**src/ccsc_pkg.sv**
```systemverilog
// Shared constants for the codec clock and start-up control ends
package ccsc_pkg;
	localparam int CLK_PERIOD_NS = 4;
	localparam int LOCK_TIME_US = 3000;
	localparam int LOCK_CYCLES = LOCK_TIME_US * 1000 / CLK_PERIOD_NS;
	localparam int MEM_WORDS = 16;
	localparam int BOOT_CYCLES = 16;

	localparam logic [15:0] ADDR_CLOCK_CONTROL = 16'h4000;
	localparam logic [15:0] ADDR_PLL_SETUP = 16'h4002;
	localparam logic [15:0] ADDR_MEM_BASE = 16'h4010;
	localparam logic [15:0] ADDR_CONVERTER = 16'h4017;

	localparam int CC_ENABLE_BIT = 0;
	localparam int CC_RATIO_LSB = 1;
	localparam int CC_SRC_BIT = 3;
	localparam int PLL_ENABLE_BIT = 0;
	localparam int PLL_LOCK_BIT = 1;
	localparam int CONV_RATE_LSB = 0;
	localparam int CONV_OSR64_BIT = 3;

	localparam logic [7:0] CC_RESET = 8'h00;
	localparam logic [47:0] PLL_RESET = 48'h000000000000;
	localparam logic [7:0] MEM_RESET = 8'h00;
	localparam logic [2:0] PLL_CORE_DIV = 3'h4;
	localparam logic [2:0] PLL_SETUP_BYTES = 3'h6;
	localparam logic [10:0] BASE_FS_TICKS = 11'h100;

	localparam logic [7:0] WB_CMD = 8'h00;
	localparam logic [7:0] WB_WDATA_LO = 8'h04;
	localparam logic [7:0] WB_WDATA_HI = 8'h08;
	localparam logic [7:0] WB_STATUS = 8'h0c;
	localparam logic [7:0] WB_RDATA_LO = 8'h10;
	localparam logic [7:0] WB_RDATA_HI = 8'h14;
	localparam int CMD_ADDR_LSB = 0;
	localparam int CMD_WE_BIT = 16;
	localparam int CMD_LEN_LSB = 17;
	localparam int CMD_GO_BIT = 31;
endpackage

```
**src/ccsc_if.sv**
```systemverilog
// Control-port link between host controller and codec device
`timescale 1ns/100ps
`default_nettype none
interface ccsc_if;
	logic req_valid;
	logic req_ready;
	logic req_write;
	logic [15:0] req_addr;
	logic [47:0] req_data;
	logic [2:0] req_len;
	logic resp_valid;
	logic resp_error;
	logic [47:0] resp_data;
	modport device(input req_valid, req_write, req_addr, req_data, req_len,
		output req_ready, resp_valid, resp_error, resp_data);
	modport host(output req_valid, req_write, req_addr, req_data, req_len,
		input req_ready, resp_valid, resp_error, resp_data);
endinterface
`default_nettype wire

```
**src/ccsc_device_end.sv**
```systemverilog
// Codec device end: power-on reset, boot, control registers and core clock
`timescale 1ns/100ps
`default_nettype none
// Behaviour
// - Power-on reset loads every register default
// - Boot clears internal memory before anything else
// - Control port opens only after boot
// - Bypass takes core clock from master pin
// - Host sets ratio field 256/512/768/1024
// - Core clock stopped until enable bit set
// - Core clock off while PLL acquires lock, when bit three selects PLL
// - Lock bit readable; host polls before enabling
// - During lock only two control registers served
// - Host touches nothing else until enabled, locked
// - PLL setup written whole, six bytes
// - Lock takes about 2.4 to 3.0 ms
// - PLL reference stays within 11-20 MHz
// - Converter oversampling selectable 64 or 128
// - Sample rate divided from base, 8-96 kHz
// - PLL selection forces core divider by four
// - Bit three selects master pin or PLL
// - Core clock always 256 times base rate
module ccsc_device_end
	import ccsc_pkg::*;
#(
	parameter int LOCK_CYCLES_P = LOCK_CYCLES,
	parameter int BOOT_CYCLES_P = BOOT_CYCLES
) (
	input wire logic clk_sys,
	input wire logic reset,
	ccsc_if.device link,
	input wire logic regulator_output_pin,
	input wire logic master_clock_pin,
	input wire logic pll_output_tick,
	output logic boot_done,
	output logic pll_locked,
	output logic core_clock_enable,
	output logic core_clock_tick,
	output logic sample_tick,
	output logic oversample_64,
	output logic [2:0] converter_rate
);
	typedef enum {ST_POR, ST_BOOT, ST_RUN} ccsc_dev_state_t;

	function automatic logic [10:0] sample_period(input logic [2:0] rate);
		case (rate)
			3'h1: sample_period = BASE_FS_TICKS * 11'h6;
			3'h2: sample_period = BASE_FS_TICKS * 11'h4;
			3'h3: sample_period = BASE_FS_TICKS * 11'h3;
			3'h4: sample_period = BASE_FS_TICKS * 11'h2;
			3'h5: sample_period = BASE_FS_TICKS + (BASE_FS_TICKS >> 1);
			3'h6: sample_period = BASE_FS_TICKS >> 1;
			default: sample_period = BASE_FS_TICKS;
		endcase
	endfunction

	localparam int BW = $clog2(BOOT_CYCLES_P + 1);
	ccsc_dev_state_t state;
	logic [2:0] power_sync;
	logic power_ok;
	logic por;
	logic [BW-1:0] boot_count;
	logic [7:0] clock_control;
	logic [47:0] pll_setup;
	logic [7:0] mem [MEM_WORDS];
	logic pll_restart;
	logic locked;
	logic [2:0] mclk_sync;
	logic mclk_level;
	logic mclk_edge;
	logic [1:0] div_count;
	logic [10:0] fs_count;
	logic core_on;
	logic accept;
	logic is_ctl;
	logic in_mem;
	logic open_access;
	logic refused;
	logic [3:0] mem_idx;
	logic src_tick;
	logic [2:0] divide;

	// Regulator output watched through three flops
	always_ff @(posedge clk_sys or posedge reset) begin
		if (reset) begin
			power_sync <= 3'h0;
			power_ok <= 1'b0;
		end else begin
			power_sync <= {power_sync[1:0], regulator_output_pin};
			if (power_sync[1] == power_sync[2]) begin
				power_ok <= power_sync[2];
			end
		end
	end
	assign por = !power_ok;

	always_ff @(posedge clk_sys or posedge reset) begin
		if (reset) begin
			state <= ST_POR;
			boot_count <= '0;
		end else if (por) begin
			state <= ST_POR;
			boot_count <= '0;
		end else begin
			case (state)
				ST_POR: state <= ST_BOOT;
				ST_BOOT: begin
					boot_count <= boot_count + BW'(1);
					if (boot_count == BW'(BOOT_CYCLES_P - 1)) begin
						state <= ST_RUN;
					end
				end
				ST_RUN: state <= ST_RUN;
				default: state <= ST_POR;
			endcase
		end
	end

	assign link.req_ready = (state == ST_RUN);
	assign accept = link.req_valid && link.req_ready;
	assign is_ctl = (link.req_addr == ADDR_CLOCK_CONTROL) || (link.req_addr == ADDR_PLL_SETUP);
	assign in_mem = (link.req_addr[15:4] == ADDR_MEM_BASE[15:4]);
	assign mem_idx = link.req_addr[3:0];
	assign open_access = clock_control[CC_ENABLE_BIT] && (!clock_control[CC_SRC_BIT] || locked);
	always_comb begin
		refused = 1'b0;
		if (!is_ctl && !open_access) begin
			refused = 1'b1;
		end else if (!is_ctl && !in_mem) begin
			refused = 1'b1;
		end else if (link.req_write && link.req_addr == ADDR_PLL_SETUP
			&& link.req_len != PLL_SETUP_BYTES) begin
			refused = 1'b1;
		end
	end

	always_ff @(posedge clk_sys or posedge reset) begin
		if (reset) begin
			clock_control <= CC_RESET;
			pll_setup <= PLL_RESET;
			pll_restart <= 1'b0;
		end else if (state != ST_RUN) begin
			clock_control <= CC_RESET;
			pll_setup <= PLL_RESET;
			pll_restart <= 1'b0;
		end else begin
			pll_restart <= 1'b0;
			if (accept && link.req_write && !refused) begin
				if (link.req_addr == ADDR_CLOCK_CONTROL) begin
					clock_control <= link.req_data[7:0];
				end
				if (link.req_addr == ADDR_PLL_SETUP) begin
					pll_setup <= link.req_data;
					pll_restart <= 1'b1;
				end
			end
		end
	end

	// Memory cleared word by word during boot
	always_ff @(posedge clk_sys) begin
		if (state == ST_BOOT) begin
			mem[boot_count[3:0]] <= MEM_RESET;
		end else if (state == ST_RUN && accept && link.req_write && !refused && in_mem) begin
			mem[mem_idx] <= link.req_data[7:0];
		end
	end

	always_ff @(posedge clk_sys or posedge reset) begin
		if (reset) begin
			link.resp_valid <= 1'b0;
			link.resp_error <= 1'b0;
			link.resp_data <= '0;
		end else begin
			link.resp_valid <= accept;
			link.resp_error <= accept && refused;
			link.resp_data <= '0;
			if (accept && !refused && !link.req_write) begin
				if (link.req_addr == ADDR_CLOCK_CONTROL) begin
					link.resp_data <= {40'h0, clock_control};
				end else if (link.req_addr == ADDR_PLL_SETUP) begin
					link.resp_data <= pll_setup;
					link.resp_data[PLL_LOCK_BIT] <= locked;
				end else begin
					link.resp_data <= {40'h0, mem[mem_idx]};
				end
			end
		end
	end

	ccsc_lock_timer #(
		.CYCLES(LOCK_CYCLES_P)
	) u_lock (
		.clk_sys(clk_sys),
		.reset(reset),
		.enable(pll_setup[PLL_ENABLE_BIT] && state == ST_RUN),
		.restart(pll_restart),
		.locked(locked)
	);

	// Master clock pin sampled through three flops
	always_ff @(posedge clk_sys or posedge reset) begin
		if (reset) begin
			mclk_sync <= 3'h0;
			mclk_level <= 1'b0;
			mclk_edge <= 1'b0;
		end else begin
			mclk_sync <= {mclk_sync[1:0], master_clock_pin};
			mclk_edge <= 1'b0;
			if (mclk_sync[1] == mclk_sync[2]) begin
				mclk_level <= mclk_sync[2];
				mclk_edge <= mclk_sync[2] && !mclk_level;
			end
		end
	end

	assign src_tick = clock_control[CC_SRC_BIT] ? pll_output_tick : mclk_edge;
	assign divide = clock_control[CC_SRC_BIT] ? PLL_CORE_DIV
		: {1'b0, clock_control[CC_RATIO_LSB +: 2]} + 3'h1;

	always_ff @(posedge clk_sys or posedge reset) begin
		if (reset) begin
			core_on <= 1'b0;
		end else begin
			core_on <= clock_control[CC_ENABLE_BIT] && state == ST_RUN
				&& (!clock_control[CC_SRC_BIT] || locked);
		end
	end

	always_ff @(posedge clk_sys or posedge reset) begin
		if (reset) begin
			div_count <= 2'h0;
			core_clock_tick <= 1'b0;
		end else if (!core_on) begin
			div_count <= 2'h0;
			core_clock_tick <= 1'b0;
		end else begin
			core_clock_tick <= 1'b0;
			if (src_tick) begin
				if ({1'b0, div_count} >= divide - 3'h1) begin
					div_count <= 2'h0;
					core_clock_tick <= 1'b1;
				end else begin
					div_count <= div_count + 2'h1;
				end
			end
		end
	end

	always_ff @(posedge clk_sys or posedge reset) begin
		if (reset) begin
			fs_count <= 11'h0;
			sample_tick <= 1'b0;
		end else if (!core_on) begin
			fs_count <= 11'h0;
			sample_tick <= 1'b0;
		end else begin
			sample_tick <= 1'b0;
			if (core_clock_tick) begin
				if (fs_count >= sample_period(converter_rate) - 11'h1) begin
					fs_count <= 11'h0;
					sample_tick <= 1'b1;
				end else begin
					fs_count <= fs_count + 11'h1;
				end
			end
		end
	end

	always_ff @(posedge clk_sys or posedge reset) begin
		if (reset) begin
			oversample_64 <= 1'b0;
			converter_rate <= 3'h0;
			boot_done <= 1'b0;
			pll_locked <= 1'b0;
			core_clock_enable <= 1'b0;
		end else begin
			oversample_64 <= (state == ST_RUN) && mem[ADDR_CONVERTER[3:0]][CONV_OSR64_BIT];
			converter_rate <= (state == ST_RUN) ? mem[ADDR_CONVERTER[3:0]][CONV_RATE_LSB +: 3] : 3'h0;
			boot_done <= (state == ST_RUN);
			pll_locked <= locked;
			core_clock_enable <= core_on;
		end
	end
endmodule
`default_nettype wire

```
**src/ccsc_lock_timer.sv**
```systemverilog
// Lock acquisition timer for the PLL model
`timescale 1ns/100ps
`default_nettype none
module ccsc_lock_timer #(
	parameter int CYCLES = 750000
) (
	input wire logic clk_sys,
	input wire logic reset,
	input wire logic enable,
	input wire logic restart,
	output logic locked
);
	localparam int W = $clog2(CYCLES + 1);
	localparam logic [W-1:0] LAST = W'(CYCLES);
	logic [W-1:0] count;

	always_ff @(posedge clk_sys or posedge reset) begin
		if (reset) begin
			count <= '0;
			locked <= 1'b0;
		end else if (!enable || restart) begin
			count <= '0;
			locked <= 1'b0;
		end else if (count == LAST) begin
			locked <= 1'b1;
		end else begin
			count <= count + W'(1);
		end
	end
endmodule
`default_nettype wire

```
**src/flat_wrapper.sv**
```systemverilog
// flat-port wrapper written by rule: the top's interface ports become plain ports
module ccsc_device_end_flat import ccsc_pkg::*;
#(
	parameter int LOCK_CYCLES_P = LOCK_CYCLES,
	parameter int BOOT_CYCLES_P = BOOT_CYCLES
)
  (clk_sys, reset, regulator_output_pin, master_clock_pin, pll_output_tick, boot_done, pll_locked, core_clock_enable, core_clock_tick, sample_tick, oversample_64, converter_rate, link_req_valid, link_req_write, link_req_addr, link_req_data, link_req_len, link_req_ready, link_resp_valid, link_resp_error, link_resp_data);
  ccsc_if link_i ();
  input wire logic clk_sys;
  input wire logic reset;
  input wire logic regulator_output_pin;
  input wire logic master_clock_pin;
  input wire logic pll_output_tick;
  output logic boot_done;
  output logic pll_locked;
  output logic core_clock_enable;
  output logic core_clock_tick;
  output logic sample_tick;
  output logic oversample_64;
  output logic [2:0] converter_rate;
  input wire logic [$bits(link_i.req_valid)-1:0] link_req_valid;
  input wire logic [$bits(link_i.req_write)-1:0] link_req_write;
  input wire logic [$bits(link_i.req_addr)-1:0] link_req_addr;
  input wire logic [$bits(link_i.req_data)-1:0] link_req_data;
  input wire logic [$bits(link_i.req_len)-1:0] link_req_len;
  output wire logic [$bits(link_i.req_ready)-1:0] link_req_ready;
  output wire logic [$bits(link_i.resp_valid)-1:0] link_resp_valid;
  output wire logic [$bits(link_i.resp_error)-1:0] link_resp_error;
  output wire logic [$bits(link_i.resp_data)-1:0] link_resp_data;
  assign link_i.req_valid = link_req_valid;
  assign link_i.req_write = link_req_write;
  assign link_i.req_addr = link_req_addr;
  assign link_i.req_data = link_req_data;
  assign link_i.req_len = link_req_len;
  assign link_req_ready = link_i.req_ready;
  assign link_resp_valid = link_i.resp_valid;
  assign link_resp_error = link_i.resp_error;
  assign link_resp_data = link_i.resp_data;
  ccsc_device_end #(.LOCK_CYCLES_P(LOCK_CYCLES_P), .BOOT_CYCLES_P(BOOT_CYCLES_P)) u_core (.clk_sys(clk_sys), .reset(reset), .link(link_i), .regulator_output_pin(regulator_output_pin), .master_clock_pin(master_clock_pin), .pll_output_tick(pll_output_tick), .boot_done(boot_done), .pll_locked(pll_locked), .core_clock_enable(core_clock_enable), .core_clock_tick(core_clock_tick), .sample_tick(sample_tick), .oversample_64(oversample_64), .converter_rate(converter_rate));
endmodule
```
**config.mk**
```make
export PLATFORM = sky130hd
export DESIGN_NAME = ccsc_device_end_flat
export DESIGN_NICKNAME = d
export VERILOG_FILES = /design/src/ccsc_pkg.sv /design/src/ccsc_if.sv /design/src/ccsc_device_end.sv /design/src/ccsc_lock_timer.sv /design/src/flat_wrapper.sv
export SDC_FILE = /design/constraint.sdc
export NUM_CORES = 1
export LEC_CHECK = 0
export ABC_AREA = 1
export BUFFER_PORTS_ARGS = -buffer_cell sky130_fd_sc_hd__buf_2
export CORE_MARGIN = 5
export CORE_UTILIZATION = 50
export DETAILED_ROUTE_END_ITERATION = 6
export GPL_ROUTABILITY_DRIVEN = 0
export PLACE_DENSITY_LB_ADDON = 0.08
export SETUP_SLACK_MARGIN = 0.3
export SLEW_MARGIN = 5
export SYNTH_ARGS = -nofsm -noshare
export SYNTH_HDL_FRONTEND = slang
export SYNTH_SLANG_ARGS = --single-unit
```
**constraint.sdc**
```tcl
create_clock -name clk_sys -period 12.03 [get_ports clk_sys]
set_input_delay 2.406 -clock clk_sys [delete_from_list [all_inputs] [get_ports clk_sys]]
set_output_delay 2.406 -clock clk_sys [all_outputs]
set_load 0.01 [all_outputs]
```
After elaboration in Yosys (flattened, before gate mapping)
Memory sizes are Yosys's and may differ from the RTL's.
Cells that the tools add are included.

word-level totals
  output and inout port bits = 60
  logic and storage cells = 149
  bits in registers = 197
  memories kept = 1
  memory bits (writable) = 128

memory list
  name        depth  bits a word  read ports  clocked after memory_dff  write ports  RTL line               RTL
  u_core.mem  16     8            2           0                         1            ccsc_device_end.sv:65  logic [7:0] mem [MEM_WORDS];

cells by class
  reductions and logical operators = 39
  add/sub/neg operators = 7
  equal/unequal tests = 24
  mux-type cells = 51
  $lt $le $gt $ge = 2

operators with widths
  operator               count
  $mux 48                6
  $pmux 32 s3            1
  $pmux 11 s6            1
  $eq 32x2->1 const B    2
  $mux 32                2
  $mux 11                5
  $mux 20                2
  $eq 16x15->1 const B   2
  $eq 32x1->1 const B    1
  $eq 32x3->1 const B    1
  $logic_not 32->1       1
  $mux 8                 4
  $ne 32x3->1 const B    1
  $mux 1                 22
  $add 20x1->20 const B  1
  $eq 20x20->1 const B   1
  $logic_and 1x1->1      20
  $eq 12x11->1 const B   1
  $add 11x1->11 const B  1
  $ge 11x11->1           1
  $sub 11x1->11 const B  1
  $mux 5                 2
  $eq 3x3->1 const B     3
  $logic_not 1->1        8
  19 further kinds       33

Depth between registers and ports, before layout
Gate-level depths: netlist of run 1.

  depth in word-level cells = 14
  mapped depth = 17
  mapped depth without buffers = 17

By module
From an unflattened synthesis of run 1, not the netlist that was laid out.

unflattened totals
  cell total of the unflattened synthesis = 1230
  area, all modules = 12390.6 µm²

modules (own cells, without submodules)
  module           area each (µm²)  seq. area each (µm²)  cells each  instances
  ccsc_device_end  11054.4          7472.2                1038        1
  ccsc_lock_timer  1336.3           525.5                 192         1

Worst setup path after synthesis of run 1
Ideal clock, no wire load.

  path kind = in2reg
  start = in link_req_addr[3]
  end = mem u_core.mem[12][0] (enable)
  buffers on the path = 1
  library setup time = 0.370 ns
  stages = 14
  arrival = 4.054 ns
  setup slack = 7.606 ns
  cells stage by stage = buf_6 > nor2_8 > nand3_1 > nor2_1 > nand2_1 > nand3_2 > nand3_1 > nor2_1 > nand2_1 > nand2_1 > nand2_1 > nor2_1 > nand2_1 > nor2_1

on the way
  longest elaborated chain between the ends = 14
  elaborated cells between the ends (all ways) = 20
  those cells by class = eq/ne: 2; mux: 8; reduce/logical: 10

RTL lines
  what                                                          RTL line                                                                RTL
  from (decl)                                                   flat_wrapper.sv:23                                                      input wire logic [$bits(link_i.req_addr)-1:0] link_req_addr;
  $eq 16x15->1 (on tied branches)                               ccsc_device_end.sv:121, ccsc_device_end.sv:131
  $logic_and 1x1->1 / $logic_or 1x1->1 (equally long branches)  ccsc_device_end.sv:131, ccsc_device_end.sv:121
  $logic_and 1x1->1 / $logic_not 1->1 (equally long branches)   ccsc_device_end.sv:132, ccsc_device_end.sv:127, ccsc_device_end.sv:129
  $mux 1 / $logic_and 1x1->1 (equally long branches)            ccsc_device_end.sv:131, ccsc_device_end.sv:129
  $mux 1                                                        ccsc_device_end.sv:129                                                  end else if (!is_ctl && !in_mem) begin
  $mux 1                                                        ccsc_device_end.sv:127                                                  if (!is_ctl && !open_access) begin
  $logic_not 1->1                                               ccsc_device_end.sv:164                                                  end else if (state == ST_RUN && accept && link.req_write && !refused && in_mem) begin
  $logic_and 1x1->1 (2 in series)                               ccsc_device_end.sv:164
  $mux 1                                                        ccsc_device_end.sv:164
  $mux 1                                                        ccsc_device_end.sv:162                                                  if (state == ST_BOOT) begin
  $mux 1 (not written as such)                                  ccsc_device_end.sv:165                                                  mem[mem_idx] <= link.req_data[7:0];
  $reduce_or 8->1 (no line)                                     n/a
  $mux 4 (no line) / $mux 1 (equally long branches)             n/a
  to (decl)                                                     ccsc_device_end.sv:65

Parallel ways exist; a longest one is shown, timed or not.

Worst setup path after layout of run 1
  start = in link_req_addr[1]
  end = mem u_core.mem[10][6] (data pin)

on the way
  longest elaborated chain between the ends = 14
  elaborated cells between the ends (all ways) = 19
  those cells by class = eq/ne: 2; mux: 7; reduce/logical: 10

RTL lines
  what                                                          RTL line
  $eq 16x15->1 (on tied branches)                               ccsc_device_end.sv:121, ccsc_device_end.sv:131
  $logic_and 1x1->1 / $logic_or 1x1->1 (equally long branches)  ccsc_device_end.sv:131, ccsc_device_end.sv:121
  $logic_and 1x1->1 / $logic_not 1->1 (equally long branches)   ccsc_device_end.sv:132, ccsc_device_end.sv:127, ccsc_device_end.sv:129
  $mux 1 / $logic_and 1x1->1 (equally long branches)            ccsc_device_end.sv:131, ccsc_device_end.sv:129
  $mux 1                                                        ccsc_device_end.sv:129
  $mux 1 (*)                                                    ccsc_device_end.sv:127
  $logic_not 1->1 (*)                                           ccsc_device_end.sv:164
  $logic_and 1x1->1 (*) (2 in series)                           ccsc_device_end.sv:164
  $mux 1 (*)                                                    ccsc_device_end.sv:164
  $mux 1 (*)                                                    ccsc_device_end.sv:162
  $mux 1 (not written as such) (*)                              ccsc_device_end.sv:165
  $reduce_or 8->1 (no line) (*)                                 n/a
  $mux 8 (no line) (*)                                          n/a

Mark *: on every way between the ends. The rest lies on a longest branch, timed or not.

==> metrics.txt, run 1 <==
hold path start=u_core.mclk_sync[0]$_DFF_PP0_; post-route setup slack=5.92 ns; min Tclk post-route=6.11 ns; area delta synth->final=15.5%; simple-gate area share of the yosys netlist=16.3%; Root Driver=clkbuf_16; Clock transition at path regs=0.06 ns; crit end category=register; r2r setup slk=~9 ns; Final Power=around 2.3 mW; Adder-Cell Fraction of Synth Area=under 10%; hold endpoint=u_core.mclk_sync[1]$_DFF_PP0_; highest clock rate=164 MHz; number of synthesized register bits=roughly 300; Cell Count, Final, Fillers Out=about 1600; main combinational cell family by area after synthesis=simple AND/OR/NAND/NOR gates; vias in the first global route=slightly above 8000; worst-path fanout max=between 50 and 60; Setup violations, final=0; Yosys top cell area share=33.6%; hpwl dp=18800 microns; outcome=complete, no violations; WL final=28100 microns; Core Rows=between 50 and 60; post-synthesis mux area share=0.0810%; residual DRC count=0; fin nets=between 1000 and 1500; global route total overflow=0; Final Hold Fails=0; startpoint type of the worst setup path=input pin; Initial Util=50.8%; post-synthesis cell type count=54; Layout Skew=0.0124 ns; I/O pins=134; most frequent cells in the layout=nand2_1, dfrtp_1, buf_2; worst skew pair latency=0.55 ns; Avg Synthesized Cell Area=approximately 11 sq um; relative slew slack=20.5%; min-delay worst type=reg -> reg; leading post-synthesis cells by cell area=dfrtp_1, edfxtp_1, nand2_1; Post-Syn Area=between 10000 and 15000 sq um; drt pass-1 iters=5; Leakage=6.01 nW; R2R Path End=u_core.mem[14][2]$_DFFE_PP_; Fin Setup TNS=0 ns; Initial DRC Count=approximately 580; Yosys top cell by area=dfrtp_1; Power Density=160 nW/um^2; Net Count, Synth=1257; cell depth of the worst hold path=0; H-tree depth=1; Max-cap violations=0; die height=167 microns; top_reg_cell synth=dfrtp_1; Worst-Margin Slew=1.19 ns; RSZ-0062 raised after global routing=no; Die X=167 microns; die area=between 20000 and 30000 sq um; Final Max Slew Viols=0; CTS resizes=0; first-pass GRT wire length=44900 microns; WP data required=12.20 ns; sequential element share of the synthesized area=64.7%; Num CTS Buffers=30; Worst EP arrival=between 6 and 7 ns; CTS tree=yes; Worst Setup Path Type=in -> reg; via count=8510; Hold Buf Count CTS=0; total setup buffers inserted after CTS=0; layout cells sized above 1=17.4%; most common cell after layout, fill and taps aside=nand2_1; DR vias/cell=5.18; pre-CTS setup slack=roughly 5.3 ns; largest net degree at the start of global routing=93; WL/cell=17.1 microns; clock sink count=294; post-route ant nets=0; FFs w/ async S/R, synth=56.5%; EDFF count, synth=128; cells on worst reg2reg path=13; Synth Area in Compound Gates=10.7%; period utilization=50.8%; Post-Synthesis Cells=1167; gr usage total=19.7%; Bufs on Longest Clock Path=3; reg2reg start=u_core.state[0]$_DFFE_PP0P_; dpl cells=1583; Peak VDD IR=0.117 mV; PortBufs=roughly 130; antenna violations before repair=3; Post-Synth XOR/XNOR Area=less than 1%; core area=approximately 24000 sq um; synth warn=0
area by class of cell:
class	instances	area (sq um)
clock buffers	43	861
well taps	324	405
multi-input cells	694	3590
clock inverters	13	190
fillers	2080	10000
flip-flops and latches	294	8000
inverters	133	517
repair buffers	138	703
diodes	3	7.51
cell families (layout without fill, tap and decap cells):
logic type               after synthesis  in the layout
flip-flops                           294            294
AND/OR/NAND/NOR                      446            446
AO/OA/AOI/OAI                        226            226
adder cells (fa/ha/maj)               17             17
other                                  0              3
multiplexers                           1              1
XOR/XNOR                               4              4
buffers and inverters                179            327
report_power, final:
group | internal (mW) | switching, mW
registers | 1.08 | 0.0152
logic | 0.0555 | 0.158
clock network | 0.602 | 0.369
total | 1.73 | 0.542
synthesized netlist by cell type (4+ instances only):
cell type / count
o22ai_1: 7
nand2_1: 201
a211oi_1: 9
buf_6: 9
nand4_1: 9
buf_2: 4
a21oi_1: 68
dfrtp_1: 166
o21ai_1: 42
o221ai_1: 8
nor4_1: 4
nand2_2: 12
o21ai_2: 10
clkbuf_1: 28
ha_1: 16
nand3_1: 46
a22oi_1: 5
edfxtp_1: 128
nor2_1: 96
nor3_1: 58
a32o_1: 7
o21ai_0: 55
inv_1: 128
worst max-delay path, cell delays in order:
cell	delay [ns]
buf_2	0.48
inv_1	0.49
buf_4	0.35
nor2_1	0.13
nand2_2	0.08
nor2_4	0.10
nand2_4	0.36
nand3_2	0.27
nand2_2	0.08
nor2_4	0.10
inv_4	0.06
nor2_8	0.15
nand4_2	0.21
nor2_1	0.96
registers in the layout, indices dropped and copies added, names as in the netlist, 2 cells and up:
name / cells
u_core.boot_count: 5
u_core.clock_control: 8
u_core.converter_rate: 3
u_core.div_count: 2
u_core.fs_count: 11
u_core.link.resp_data: 48
u_core.mclk_sync: 3
u_core.mem: 128
u_core.pll_setup: 47
u_core.power_sync: 3
u_core.state: 2
u_core.u_lock.count: 20
worst max-delay path by stage:
stage	slack [ns]	cells after the start	to	startpoint
floorplan	5.13	1	u_core.boot_count[0]$_DFFE_PP0P_	reset
global placement	5.39	14	u_core.mem[12][6]$_DFFE_PP_	link_req_addr[1]
detailed placement	5.27	14	u_core.mem[12][6]$_DFFE_PP_	link_req_addr[1]
CTS	5.82	14	u_core.mem[10][6]$_DFFE_PP_	link_req_addr[1]
global route	5.46	14	u_core.mem[15][6]$_DFFE_PP_	link_req_addr[1]
finish	5.92	14	u_core.mem[10][6]$_DFFE_PP_	link_req_addr[1]
through the flow:
step	hold WS [ns]	instance area, sq um	util, %
final	0.350	14300	58.7
after CTS	0.352	14300	58.7
after global routing	0.357	14300	58.7
after global placement	0.336	13200	54.3
after detailed placement	0.340	13200	54.3
after floorplan	0.331	12400	-
per-layer routing:
layer  global-route usage (%)  vias to the layer above  routed length [microns]
li1                         -                     4201                        -
met1                     27.8                     4028                    12300
met2                     32.6                      237                    13700
met3                     3.37                       44                     1500
met4                     4.38                        0                      580
met5                        0                        -                        0
No activity file was read; power rests on OpenSTA's default activity.
==> run 2, diff against run 1 <==
--- a/config.mk
+++ b/config.mk
@@ -5,7 +5,7 @@
 export SDC_FILE = /design/constraint.sdc
 export NUM_CORES = 1
 export LEC_CHECK = 0
-export ABC_AREA = 1
+export ABC_AREA = 0
 export BUFFER_PORTS_ARGS = -buffer_cell sky130_fd_sc_hd__buf_2
 export CORE_MARGIN = 5
 export CORE_UTILIZATION = 50
==> constraint.sdc (replaced) <==
create_clock -name clk_sys -period 5.24 [get_ports clk_sys]
set_input_delay 1.048 -clock clk_sys [delete_from_list [all_inputs] [get_ports clk_sys]]
set_output_delay 1.048 -clock clk_sys [all_outputs]
set_load 0.01 [all_outputs]
==> run 2 against run 1 <==
- synthesized cell count down 19%
- highest routed layer unchanged
- largest cell class unchanged
- cell count fell by 13%
- utilization increased by 0.40 points
- clock-buffer cell count is 9 lower
- clock skew up 0.0078 ns
- synthesized area down 1.1%
- critical path depth is 7 lower
- setup slack got worse by 4.0 ns
==> metrics.txt, run 2 <==
Initial DRC Count=689; leading post-synthesis cells by cell area=dfrtp_1, edfxtp_1, nand2_1; CTS tree=yes; clock sink count=294; Power Density=~360 nW/um^2; most common cell after layout, fill and taps aside=dfrtp_1; Post-Syn Area=roughly 12000 sq um; FFs w/ async S/R, synth=56.5%; H-tree depth=1; Layout Skew=about 0.020 ns; RSZ-0062 raised after global routing=no; post-route ant nets=0; WL/cell=19.0 microns; Multi-input gate area=3960 sq um; largest register by flop count=u_core.mem; Antenna Cells=0; vias in the first global route=7658; Fin Setup TNS=0 ns; sequential element share of the synthesized area=65.5%; Root Driver=clkbuf_16; startpoint type of the worst setup path=input pin; Avg Synthesized Cell Area=13.0 sq um; gr usage total=around 20%; Bufs on Longest Clock Path=3; die height=166 microns; I/O pins=134; Filler cells=roughly 1900; die area=27700 sq um; number of synthesized register bits=294; top_reg_cell synth=dfrtp_1; Core Rows=57; WP data required=around 5.5 ns; critical path, cell by cell=buf_2 -> nor4_4 -> nand3_1 -> nor4_2 -> nand3_1 -> o31ai_1 -> buf_4; layout cells sized above 1=approximately 23%; Final Core Density=59.1%; Post-Synthesis Cells=943; DR vias/cell=about 5.3; CP Buf/Inv Count=2; area delta synth->final=16.9%; biggest regs=u_core.mem (128), u_core.link.resp_data (48), u_core.pll_setup (47); Storage cell area=8000 sq um; relative slew slack=26.9%; worst skew pair latency=0.56 ns; Worst Setup Path Type=in -> reg; via count=7580; global route total overflow=0; PortBufs=133; Hold Slack=0.357 ns; residual DRC count=0; Peak VDD IR=0.291 mV; highest clock rate=301 MHz; Leakage=6.26 nW; Top delay family on crit path=simple AND/OR/NAND/NOR gates; total setup buffers inserted after CTS=0; Num CTS Buffers=31; Max-cap violations=0; Net Count, Synth=1033; Synth top cells by count=dfrtp_1, nand2_1, edfxtp_1; Int Pwr=3.89 mW; Clock transition at path regs=0.06 ns; Final Hold Fails=0; Initial Util=50.5%; most used cell along the critical path=nand3_1; Worst EP arrival=3.57 ns; Flop pwr share=49.1%; Final Max Slew Viols=0; most frequent cells in the layout=dfrtp_1, nand2_1, buf_2; Die X=166 microns; WL final=27300 microns; Yosys top cell by area=dfrtp_1; CTS resizes=0; outcome=complete, no violations; Yosys top cell area share=between 30% and 40%; EDFF count, synth=128; Worst-Margin Slew=between 1 and 1.5 ns; Combinational Power Share=8.9%; worst-path fanout max=12; antenna violations before repair=0; crit-path max cell delay=0.96 ns; Hold Buf Count CTS=0; largest net degree at the start of global routing=163; Setup violations, final=0; sw frac=between 20% and 30%; post-synthesis cell type count=55; core area=24200 sq um; min Tclk post-route=3.33 ns; max FFs per register=128; clock power share=42.0%; period utilization=roughly 63%; crit end category=register; critical path's slowest cell=nor4_2; hpwl dp=18200 microns; first-pass GRT wire length=43600 microns; drt pass-1 iters=4; fin nets=1174; r2r setup slk=2.18 ns; most frequent cell after synthesis=dfrtp_1; switching power of the nets=1.23 mW; synth warn=0; min-delay worst type=reg -> reg
[run 2: cell types whose count changed after synthesis, moves of 17 or more]
cell     change
a21oi_1     -56
inv_1      -112
o21ai_1     -41
nor2_1      -58
nand3_1     -28
and2_1      +57
mux2i_1     +39
nand2_1     -63
nor3_1      -47
nor2b_1     +17
[run 2: cell families (layout without fill, tap and decap cells)]
| family | after synthesis | after routing | share of synthesized area (%) |
|---|---|---|---|
| simple gates | 344 | 344 | 14.6 |
| fa+ha+maj | 17 | 17 | 1.72 |
| buf+inv | 64 | 230 | 2.29 |
| compound gates | 126 | 126 | 6.36 |
| xor+xnor | 26 | 26 | 1.86 |
| flops | 294 | 294 | 65.5 |
| mux | 72 | 72 | 7.70 |
[run 2: power groups by stage]
stage	clock network (mW)	logic (mW)	registers, mW
3_3_place_gp	0	0.459	2.56
2_1_floorplan	0	0.313	2.54
5_1_grt	2.31	0.515	2.52
4_1_cts	2.20	0.466	2.52
3_5_place_dp	0	0.464	2.56
6_report	2.15	0.457	2.52
[run 2: path summary, 6_finish.rpt]
kind,endpoint,start,cells past startpoint
min in group asynchronous,u_core.link.resp_data[34]$_DFF_PP0_,reset,2
min,u_core.power_sync[1]$_DFF_PP0_,u_core.power_sync[0]$_DFF_PP0_,0
max reg2reg,u_core.mem[3][1]$_DFFE_PP_,u_core.state[0]$_DFFE_PP0P_,9
max in group asynchronous,u_core.state[0]$_DFFE_PP0P_,reset,3
max,u_core.mem[3][1]$_DFFE_PP_,link_req_addr[9],7
min reg2reg,u_core.power_sync[1]$_DFF_PP0_,u_core.power_sync[0]$_DFF_PP0_,0
[run 2: cell type report]
class	instances	area share, %
Clock buffer	34	5.65
Clock inverter	24	1.45
Inverter	16	0.447
Multi-Input combinational cell	585	27.7
Sequential cell	294	56.0
Tap cell	324	2.84
Timing Repair Buffer	156	5.96
[run 2: layer usage]
metal  wire length, microns  part of all wire (%)  vias to the layer above  global-route usage [%]
met2                  13600                    50                      165                    33.6
li1                       -                     -                     3652                       -
met1                  12100                    44                     3720                    27.5
met4                    600                   2.2                        0                    4.13
met5                      0                     0                        -                       0
met3                   1010                   3.7                       43                    2.88
[run 2: through the flow]
stage,area (sq um),power (mW),cells,worst slack (ns)
2_1_floorplan,12200,2.86,943,1.93
4_1_cts,14300,5.18,1433,1.95
3_3_place_gp,13300,3.02,1375,1.45
3_5_place_dp,13300,3.03,1375,1.37
5_1_grt,14300,5.35,1433,1.69
6_report,14300,5.12,1433,1.91
==> run 3, diff against run 2 <==
==> constraint.sdc (replaced) <==
create_clock -name clk_sys -period 3.1 [get_ports clk_sys]
set_input_delay 0.62 -clock clk_sys [delete_from_list [all_inputs] [get_ports clk_sys]]
set_output_delay 0.62 -clock clk_sys [all_outputs]
set_load 0.01 [all_outputs]
==> run 3 against run 2 <==
- sequential share of layout area fell by 1.1 points
- global-route usage rose by 0.067 points
- sequential power rose by 69%
- non-clock buffer count rose by 18
- critical path type is now reg -> out
- largest cell class unchanged
- largest power group unchanged
==> metrics.txt, run 3 (synthesis results as in run 2) <==
fin nets=1192; Peak VDD IR=0.442 mV; min-delay worst type=in -> reg; most common cell after layout, fill and taps aside=dfrtp_1; Final Core Density=60.2%; sw frac=23.0%; Hold Buf Count CTS=0; residual DRC count=0; core area=between 20000 and 25000 sq um; critical path, cell by cell=inv_1 -> ha_2 -> buf_4 -> buf_2; met3 wire length=984 microns; Flop pwr share=between 40 and 50%; Clock transition at path regs=around 0.060 ns; first-pass GRT wire length=43900 microns; Power Density=621 nW/um^2; WL final=27900 microns; biggest regs=u_core.mem (128), u_core.link.resp_data (48), u_core.pll_setup (47); relative slew slack=39.8%; highest clock rate=around 370 MHz; H-tree depth=1; Final Max Slew Viols=0; Num CTS Buffers=31; layout cells sized above 1=24.3%; antenna violations before repair=0; startpoint type of the worst setup path=register; largest net degree at the start of global routing=167; met2 WL=13800 microns; post-route ant nets=0; worst-path fanout max=63; Bufs on Longest Clock Path=3; switching power of the nets=2.08 mW; crit end category=output pin; Setup violations, final=0; Root Driver=clkbuf_16; Antenna Cells=0; critical path's slowest cell=buf_4; Die X=166 microns; clock power share=44.3%; period utilization=86.8%; I/O pins=134; Initial Util=50.5%; highest routed metal layer=met4; Initial DRC Count=586; WL/cell=19.2 microns; area delta synth->final=19.2%; die height=between 150 and 200 microns; Final Hold Fails=0; Worst Setup Path Type=reg -> out; Int Pwr=6.96 mW; largest register by flop count=u_core.mem; Max-cap violations=0; clock sink count=between 200 and 300; Combinational Power Share=~8.7%; drt pass-1 iters=5; cell depth of the worst hold path=1; max FFs per register=roughly 130; Leakage=around 6.4 nW; worst skew pair latency=0.56 ns; Worst EP arrival=2.07 ns; Fin Setup TNS=0 ns; global route total overflow=0; Worst-Margin Slew=0.903 ns; DR vias/cell=5.30; Core Rows=57; cells on worst reg2reg path=10; Layout Skew=around 0.020 ns; WP data required=approximately 2.5 ns; RSZ-0062 raised after global routing=no; outcome=complete, no violations; hpwl dp=18600 microns; CTS tree=yes; min Tclk post-route=2.69 ns; vias in the first global route=7670; die area=27700 sq um; crit-path max cell delay=0.55 ns; Met1 Wirelength=12300 microns; gr usage total=19.8%; via count=7696; most frequent cells in the layout=dfrtp_1, nand2_1, buf_2; PortBufs=133
-- run 3: final cells by class --
class,instances,area (sq um)
multi-input cells,585,3970
flip-flops and latches,294,8000
clock inverters,22,323
repair buffers,174,1010
inverters,16,63.8
clock buffers,36,795
fillers,1929,9620
well taps,324,405
-- run 3: path summary, 6_finish.rpt --
path | start | end | slack [ns]
hold reg to reg | u_core.power_sync[0]$_DFF_PP0_ | u_core.power_sync[1]$_DFF_PP0_ | 0.36
setup / recovery | u_core.state[0]$_DFFE_PP0P_ | link_req_ready | 0.41
max in group asynchronous | reset | u_core.u_lock.count[9]$_DFFE_PP0P_ | 2.12
hold / removal | regulator_output_pin | u_core.power_sync[0]$_DFF_PP0_ | 0.17
min in group asynchronous | reset | u_core.pll_setup[33]$_DFFE_PP0P_ | 0.29
setup reg to reg | u_core.state[0]$_DFFE_PP0P_ | u_core.mem[3][6]$_DFFE_PP_ | 0.59
-- run 3: metrics by stage --
stage | cell area, sq um | hold slack (ns) | setup WS [ns] | instances | total power [mW]
2_1_floorplan | 12200 | 0.331 | 0.260 | 943 | 4.83
3_3_place_gp | 13400 | 0.346 | 0.341 | 1393 | 5.11
3_5_place_dp | 13400 | 0.338 | 0.307 | 1393 | 5.12
4_1_cts | 14600 | 0.146 | 0.368 | 1451 | 9.14
5_1_grt | 14600 | 0.155 | 0.308 | 1451 | 9.40
6_report | 14600 | 0.171 | 0.410 | 1451 | 9.04
-- run 3: routing by layer --
layer	up-vias	GRT usage, %
met2	160	33.7
met5	-	0
li1	3687	-
met3	45	2.59
met1	3804	27.3
met4	0	5.44
-- run 3: what timing repair did --
action / in CTS / in global routing
buffers inserted: 0 / 0
resized for setup: 0 / 1
endpoints found under the setup margin: 0 / 1
-- run 3: power by group through the flow --
stage                     Clock, mW  Sequential [mW]  Combinational [mW]
after floorplan                   0             4.30               0.534
after global placement            0             4.33               0.780
after detailed placement          0             4.33               0.793
after CTS                      4.09             4.25               0.795
after global routing           4.26             4.26               0.875
final                          4.01             4.25               0.785
-- run 3: critical path, delay by kind of cell (launching register included) --
| kind | cells | cell delay, ns |
|---|---|---|
| DFF | 1 | 0.40 |
| buffers and inverters | 3 | 0.90 |
| adders and majority gates | 1 | 0.21 |
